--- src/hw/bcp_defines.vh ---
`ifndef BCP_DEFINES_VH
`define BCP_DEFINES_VH

// ----------------------------------------
// register map
// ----------------------------------------
`define BCP_REG_PORT_CHARGE_ENABLE 8'hD0
`define BCP_CHG_EN_P1_BIT 1
`define BCP_CHG_EN_P2_BIT 2
`define BCP_CHG_EN_MASK 8'h06
`define BCP_CHG_EN_RESET 8'h00

// ----------------------------------------
// configuration timing
// ----------------------------------------
`define BCP_CFG_TIME_NS 2000
`define BCP_CLK_PERIOD_NS 50
`define BCP_CFG_CYCLES ((`BCP_CFG_TIME_NS + `BCP_CLK_PERIOD_NS - 1) / `BCP_CLK_PERIOD_NS)

`endif

--- src/hw/bcp_port_power.v ---
// Overview of operation
// - charging-enabled ports get power as soon as reset and configuration finish.
// - that power needs neither enumeration nor the upstream vbus detect level.
// - an over-current on a port drops that port's power.
// - an over-current while unenumerated keeps the port off until host re-enable or reset.
// - a persisting short while attached is reported to the host as over-current status.
// - the charge-enable register at 0xD0 has bit 1 for port 1 and bit 2 for port 2.
// - in bus-configured mode, each port with its enable bit set has its power output driven on.
// - enables come from the port 1 strap or from bus-written register bits.
// - a strap sampled high means 1, sampled low means 0.
// - the led drive polarity on a shared strap pin follows the sampled strap value.
// - strap values count only when configuration selects straps, else ignored.
// - strap levels are captured when the active-low reset is released.
`timescale 1ns/1ps
`include "bcp_defines.vh"

module bcp_port_power #(
    parameter NUM_PORTS = 2,
    parameter CFG_CYCLES = `BCP_CFG_CYCLES
) (
    // clock and reset
    input wire i_clk_sys,
    input wire i_reset_n,
    // configuration select: 0 straps, 1 bus configured
    input wire i_cfg_sel,
    // strap and status pins
    input wire i_charge_enable_strap_p1,
    input wire i_upstream_vbus_detect,
    input wire [1:0] i_port_overcurrent_n,
    // host side events
    input wire i_hub_enumerated,
    input wire [1:0] i_host_port_power_on,
    input wire [1:0] i_host_port_power_off,
    // register port
    input wire i_reg_wr,
    input wire i_reg_rd,
    input wire [7:0] i_reg_addr,
    input wire [7:0] i_reg_wdata,
    output reg [7:0] o_reg_rdata,
    // outputs
    output reg [1:0] o_port_power_out,
    output reg [1:0] o_port_overcurrent_status,
    output reg o_led_active_high,
    output reg o_config_done
);

    // ----------------------------------------
    // pin synchronisers
    // ----------------------------------------
    reg [4:0] sync1;
    reg [4:0] sync2;
    // no reset: pins keep flowing while reset is held, so the strap is settled at release
    always @(posedge i_clk_sys) begin
        sync1 <= {i_upstream_vbus_detect, i_cfg_sel, i_charge_enable_strap_p1,
                  ~i_port_overcurrent_n};
        sync2 <= sync1;
    end
    wire [1:0] oc = sync2[1:0];
    wire strap_p1 = sync2[2];
    wire cfg_sel = sync2[3];
    // vbus detect synchronised but deliberately unused for power gating

    // ----------------------------------------
    // configuration sequence after reset
    // ----------------------------------------
    localparam ST_CFG = 2'b01;
    localparam ST_RUN = 2'b10;
    localparam integer CFG_LAST_I = CFG_CYCLES - 1;
    localparam [15:0] CFG_LAST = CFG_LAST_I[15:0];
    reg [1:0] state;
    reg [1:0] next_state;
    reg [15:0] cfg_cnt;
    reg [15:0] next_cfg_cnt;
    always @* begin
        next_state = state;
        next_cfg_cnt = cfg_cnt;
        case (state)
            ST_CFG: begin
                if (cfg_cnt >= CFG_LAST) begin
                    next_state = ST_RUN; // configuration finished
                end else begin
                    next_cfg_cnt = cfg_cnt + 16'h0001;
                end
            end
            ST_RUN: begin
                next_state = ST_RUN;
            end
            default: begin
                next_state = ST_CFG;
                next_cfg_cnt = 16'h0000;
            end
        endcase
    end
    always @(posedge i_clk_sys) begin
        if (!i_reset_n) begin
            state <= ST_CFG;
            cfg_cnt <= 16'h0000;
        end else begin
            state <= next_state;
            cfg_cnt <= next_cfg_cnt;
        end
    end
    wire run = (state == ST_RUN);

    // ----------------------------------------
    // strap capture at reset release
    // ----------------------------------------
    reg strap_val;
    reg strap_valid;
    reg next_strap_val;
    always @* begin
        next_strap_val = strap_val;
        if (!strap_valid) begin
            // bus-configured hub ignores the pin, led polarity included
            next_strap_val = strap_p1 && !cfg_sel; // high is 1, low is 0
        end
    end
    always @(posedge i_clk_sys) begin
        if (!i_reset_n) begin
            strap_val <= 1'b0;
            strap_valid <= 1'b0;
        end else begin
            // first edge after release latches the level, later changes ignored
            strap_val <= next_strap_val;
            strap_valid <= 1'b1;
        end
    end

    // ----------------------------------------
    // charge-enable register
    // ----------------------------------------
    reg [7:0] chg_en;
    reg [7:0] next_chg_en;
    reg [7:0] next_rdata;
    wire hit = (i_reg_addr == `BCP_REG_PORT_CHARGE_ENABLE);
    always @* begin
        next_chg_en = chg_en;
        next_rdata = o_reg_rdata;
        if (i_reg_wr && hit) begin
            next_chg_en = i_reg_wdata & `BCP_CHG_EN_MASK;
        end
        // a read in the write's own cycle still returns the old value
        if (i_reg_rd) begin
            next_rdata = hit ? chg_en : 8'h00;
        end
    end
    always @(posedge i_clk_sys) begin
        if (!i_reset_n) begin
            chg_en <= `BCP_CHG_EN_RESET;
            o_reg_rdata <= 8'h00;
        end else begin
            chg_en <= next_chg_en;
            o_reg_rdata <= next_rdata;
        end
    end

    // strap feeds port 1 only, and only in strap mode
    wire [1:0] eff_en = cfg_sel ?
        {chg_en[`BCP_CHG_EN_P2_BIT], chg_en[`BCP_CHG_EN_P1_BIT]} :
        {1'b0, strap_val};

    // ----------------------------------------
    // per-port power and fault latch
    // ----------------------------------------
    reg [1:0] fault;
    reg [1:0] host_on;
    reg [1:0] next_fault;
    reg [1:0] next_host_on;
    reg [1:0] next_power;
    reg [1:0] next_status;
    integer p;
    always @* begin
        next_fault = fault;
        next_host_on = host_on;
        next_power = 2'b00;
        next_status = 2'b00;
        for (p = 0; p < NUM_PORTS; p = p + 1) begin
            // fault latch: set wins over host clear
            if (oc[p]) begin
                next_fault[p] = 1'b1;
            end else if (i_host_port_power_on[p]) begin
                next_fault[p] = 1'b0;
            end
            if (i_host_port_power_on[p]) begin
                next_host_on[p] = 1'b1;
            end else if (i_host_port_power_off[p]) begin
                next_host_on[p] = 1'b0;
            end
            // power regardless of enumeration or vbus detect
            next_power[p] = run && !oc[p] && !fault[p] && (eff_en[p] || host_on[p]);
            // report persisting short once attached
            next_status[p] = i_hub_enumerated && oc[p];
        end
    end
    always @(posedge i_clk_sys) begin
        if (!i_reset_n) begin
            fault <= 2'b00;
            host_on <= 2'b00;
        end else begin
            fault <= next_fault;
            host_on <= next_host_on;
        end
    end

    // ----------------------------------------
    // output registers
    // ----------------------------------------
    // a live oc also gates power directly, so the switch drops on the same edge that sets the latch
    always @(posedge i_clk_sys) begin
        if (!i_reset_n) begin
            o_port_power_out <= 2'b00;
            o_port_overcurrent_status <= 2'b00;
            o_led_active_high <= 1'b0;
            o_config_done <= 1'b0;
        end else begin
            o_port_power_out <= next_power;
            o_port_overcurrent_status <= next_status;
            o_led_active_high <= strap_val; // polarity from sampled strap
            o_config_done <= run;
        end
    end

endmodule

--- config.mk ---
export PLATFORM = sky130hd
export DESIGN_NAME = bcp_port_power
export DESIGN_NICKNAME = d
export VERILOG_FILES = /design/src/hw/bcp_port_power.v
export VERILOG_INCLUDE_DIRS = /design/src /design/src/hw
export SDC_FILE = /design/constraint.sdc
export NUM_CORES = 1
export LEC_CHECK = 0
export BUFFER_PORTS_ARGS = -buffer_cell sky130_fd_sc_hd__buf_4
export CORE_MARGIN = 4
export CORE_UTILIZATION = 45
export DETAILED_ROUTE_END_ITERATION = 7
export PLACE_DENSITY = 0.8
export SLEW_MARGIN = 20
export SYNTH_ARGS = -nofsm -noshare
export SYNTH_HDL_FRONTEND = slang
export SYNTH_SLANG_ARGS = --single-unit
--- constraint.sdc ---
create_clock -name i_clk_sys -period 2.25 [get_ports i_clk_sys]
set_input_delay 0.3375 -clock i_clk_sys [delete_from_list [all_inputs] [get_ports i_clk_sys]]
set_output_delay 0.3375 -clock i_clk_sys [all_outputs]
set_load 0.03 [all_outputs]
; Word-level counts from Yosys, hierarchy flattened
; Index checks and enable logic that the tools add are counted.
[op_classes]
n_addsub = 1
n_lt_le_gt_ge = 1
eq_ne = 5
n_mux = 15
bitwise = 2
reduce_logical = 22
[ops]
columns = cell, n
row1 = 16-bit case mux with 2 select lines, 1
row2 = 16-bit by 1-bit adder with 16-bit output (second input constant), 1
row3 = 16-bit by 6-bit >= comparator with 1-bit output (second input constant), 1
row4 = 16-bit two-way mux, 1
row5 = 1-bit logical AND, 10
row6 = 1-bit two-way mux, 9
row7 = 8-bit == test (second input constant), 1
row8 = 2-bit nonzero test, 4
row9 = 1-bit zero test, 5
row10 = 2-bit two-way mux, 2
row11 = 2-bit != test (second input constant), 2
row12 = 2-bit case mux with 2 select lines, 1
row13 = 3-bit two-way mux, 1
row14 = 2-bit by 1-bit == test with 1-bit output (second input constant), 1
row15 = 2-bit == test (second input constant), 1
row16 = 1-bit logical OR, 2
row17 = 2-bit inverter, 1
row18 = 2-bit AND reduction, 1
row19 = 1-bit inverter, 1
[word_totals]
register_bits = 48
inputBits = 30
out_inout_bits = 14

; Depth between registers and ports, before layout
[depth]
ltp_word = 4
mapped_depth = 6

; Worst setup path before layout
; OpenSTA, ideal clock, no wires.
[synth_timing]
kind = flip-flop to flip-flop
from = reg cfg_cnt[0]
to = reg state[1]
arrival_time_ns = 1.725
slack_ns = 0.409
stages_incl_launch_ff = 6
n_path_buf = 0
period_less_slack_ns = 1.841
cell_sequence = dfxtp_1 -> ha_1 -> a211o_1 -> a2111oi_0 -> nand3_1 -> o211a_1
[synth_between]
elab_chain_cells = 2
[synth_rtl]
columns = element, line
row1 = from (decl), bcp_port_power.v:72  ; reg [15:0] cfg_cnt;
row2 = from (signal assigned), bcp_port_power.v:100  ; cfg_cnt <= next_cfg_cnt;
row3 = 16-bit by 6-bit >= comparator with 1-bit output, bcp_port_power.v:79  ; if (cfg_cnt >= CFG_LAST) begin
row4 = 2-bit != test (no source line), -
row5 = to (signal assigned), bcp_port_power.v:99  ; state <= next_state;
row6 = to (decl), bcp_port_power.v:70  ; reg [1:0] state;
; No other way between the ends.
; A chain may end at the register's enable or synchronous reset.

; Final worst setup path
; Ends and elaborated chain as after synthesis.

==> impl_metrics.json <==
{
  "cp-end-kind": "flop",
  "cts_setup_buffers": 0,
  "p_leak_uw": 0.0008170,
  "grt_first_pass_wirelength_um": 4505,
  "vias": 1079,
  "io_pins": 44,
  "ctsRootBufferMaster": "clkbuf_4",
  "seq_area_frac_synth_pct": 56.09,
  "status": "finished, final reports clean",
  "tns_ps": 0,
  "synthArstFlopShare_pct": 0,
  "crit_chain": "ha_1 -> a211o_1 -> a2111oi_0 -> nand3_1 -> o211a_1",
  "yosys_warnings": 0,
  "worst_hold_path_type": "primary input to flop",
  "dr.pass1.iters": 4,
  "io_buffers": 30,
  "fmax_ghz": 0.4833,
  "gp_congestion": 0.7327,
  "rrSetupSlack_ps": 180,
  "vdd_drop_max_mv": 0.4585,
  "viasPerCell": 4.860,
  "core_mm2": 0.003128,
  "ys_top_cells_by_area": "dfxtp_1 (56%), and2_1 (4.6%), buf_4 (3.0%), ha_1 (2.5%), nor2b_1 (2.5%)",
  "p_per_area_mw_per_mm2": 726.5,
  "die_area_mm2": 0.004318,
  "cp_slowest_cell": "a2111oi_0",
  "grt_pass1_vias": 1035,
  "layout-drive-gt1-share_pct": 23.03,
  "h-tree-depth": 2,
  "die_x_um": 65.72,
  "avgRoutedWirePerCell_um": 12.18,
  "start_util_pct": 47.92,
  "die_h_um": 65.72,
  "synth.distinct_cells": 39,
  "post_dp_cell_area_mm2": 0.001742,
  "start_kind": "flop",
  "clock_sinks": 42,
  "synth_largest_area_cell": "dfxtp_1",
  "fin_area_mm2": 0.001819,
  "drt_iter0_drc": 59,
  "cts_buffer_depth": 2,
  "cts.clk_slew.worst_paths_ps": 110,
  "syn_avg_cell_area_um2": 10.41,
  "maxCapViolations": 0,
  "placementRows": 20,
  "cpPeakStageDelay_ps": 550,
  "ys_dominant_reg_cell": "dfxtp_1",
  "areaGrowthSynthToFinish_pct": 21.37,
  "antennaDiodeCount": 0,
  "drcViolationCount": 0,
  "relSlewSlack_pct": 60.66,
  "gr-total-overflow": 0,
  "crit_fanout": 4,
  "setup_viol": 0,
  "cts.repair.resized": 0,
  "rsz0062_at_grt": "false",
  "antenna_found_initial": 0,
  "crit_type": "flop to flop",
  "fin_nets": 210,
  "synth_seq_cells": 42,
  "postSynthCellCount": 144,
  "cp_data_required_time_ps": 2510,
  "ant_nets": 0,
  "track_usage_pct": 14.04,
  "min_period_ps": 2069,
  "yosysTopAreaCellShare_pct": 56.09,
  "totalWireLength_um": 2705,
  "cts_hold_buf": 0,
  "cts_buffers": 5,
  "insertion_delay_ps": 350,
  "synth-edff-count": 0,
  "netlist_area_mm2": 0.001499,
  "hold_viol_final": 0,
  "cp.arrival_ps": 2330,
  "dp_hpwl_um": 2071,
  "fin_util_pct": 58.16,
  "drv_slew": 0,
  "grt_max_degree": 22,
  "worstMarginPinSlew_ps": 584.7,
  "cts_tree": "done",
  "fin_skew_ps": 5.127,
  "min_period_over_period_pct": 91.96
}
==> worst max-delay path, delay by kind of cell, from the launching register on <==
kind | cells | cell delay, ps
compound gates | 3 | 1120
flops | 1 | 360
simple gates | 1 | 250
fa+ha+maj | 1 | 240
==> where the power goes <==
part           internal (µW)  switching (µW)
clock network            230             229
registers                764            11.8
logic                   44.0            42.8
total                   1040             284
==> cells by family (layout without fill, tap and decap cells) <==
kind of cell             Yosys count  in the layout  synth area share, %
flip-flops                        42             42                56.09
AND/OR/NAND/NOR                   55             55                21.70
AO/OA/AOI/OAI                     24             24                12.36
buffers and inverters             17             46                5.759
multiplexers                       2              2                1.336
adder cells (fa/ha/maj)            3              3                2.504
other                              1              6               0.2502
==> final timing paths <==
| check | to | depth (start not counted) | start |
|---|---|---|---|
| min | sync1[2]$_DFF_P_ | 1 | i_charge_enable_strap_p1 |
| max | state[1]$_SDFFE_PN0P_ | 5 | cfg_cnt[0]$_SDFFE_PN0P_ |
| max reg2reg | state[1]$_SDFFE_PN0P_ | 5 | cfg_cnt[0]$_SDFFE_PN0P_ |
| min reg2reg | sync2[2]$_DFF_P_ | 0 | sync1[2]$_DFF_P_ |
==> placed cells by master (no fill, tap or decap), drive strengths merged, types with 3 or more instances in the layout <==
master   n
nor2     3
o21a     5
a21boi   5
nor4     4
nand3    6
nand2    8
ha       3
and2    12
conb     6
buf     30
dfxtp   42
clkbuf   5
nand2b   4
and3     3
or4      3
inv      8
nor2b    6
==> stage by stage <==
stage / hold slack (ps) / power [µW] / worst slack, ps / cells
finish: 78.29 / 1322 / 181.0 / 222
CTS: 64.47 / 1334 / 170.3 / 222
global route: 49.04 / 1385 / 26.42 / 222
global placement: 310.4 / 874.6 / 267.4 / 214
detailed placement: 312.8 / 880.0 / 188.3 / 214
floorplan: 309.6 / 845.0 / 409.0 / 149
==> state kept, by name (all words and copies together) (netlist names) <==
name                       cells
o_port_overcurrent_status      2
o_led_active_high              1
o_reg_rdata                    2
fault                          2
strap_valid                    1
state                          2
chg_en                         2
sync1                          4
sync2                          4
host_on                        2
o_port_power_out               2
strap_val                      1
cfg_cnt                       16
o_config_done                  1
==> cells in the mapped netlist (3+ instances only) <==
library cell / instances
a21boi_0: 4
and2_1: 11
and3_1: 3
buf_4: 6
clkbuf_1: 3
dfxtp_1: 42
ha_1: 3
inv_1: 8
nand2_1: 8
nand2b_1: 4
nand3_1: 6
nor2_1: 3
nor2b_1: 6
nor4_1: 4
o21a_1: 5
==> cell type report <==
cell class | instances | area, µm²
clock buffer | 5 | 37.54
clock inverter | 3 | 40.04
fill | 276 | 1309
inverter | 8 | 30.03
multi-input combinational | 90 | 590.6
sequential | 42 | 840.8
tap | 44 | 55.05
timing repair buffer | 30 | 225.2
==> per-layer routing <==
| metal | up-vias | GRT usage (%) | routed length [µm] |
|---|---|---|---|
| met4 | 0 | 6.995 | 69 |
| met1 | 491 | 15.39 | 1111 |
| met3 | 9 | 5.983 | 200 |
| met2 | 26 | 23.03 | 1324 |
| li1 | 553 | - | - |
| met5 | - | 0 | 0 |
(Power assumes the default switching activity.)
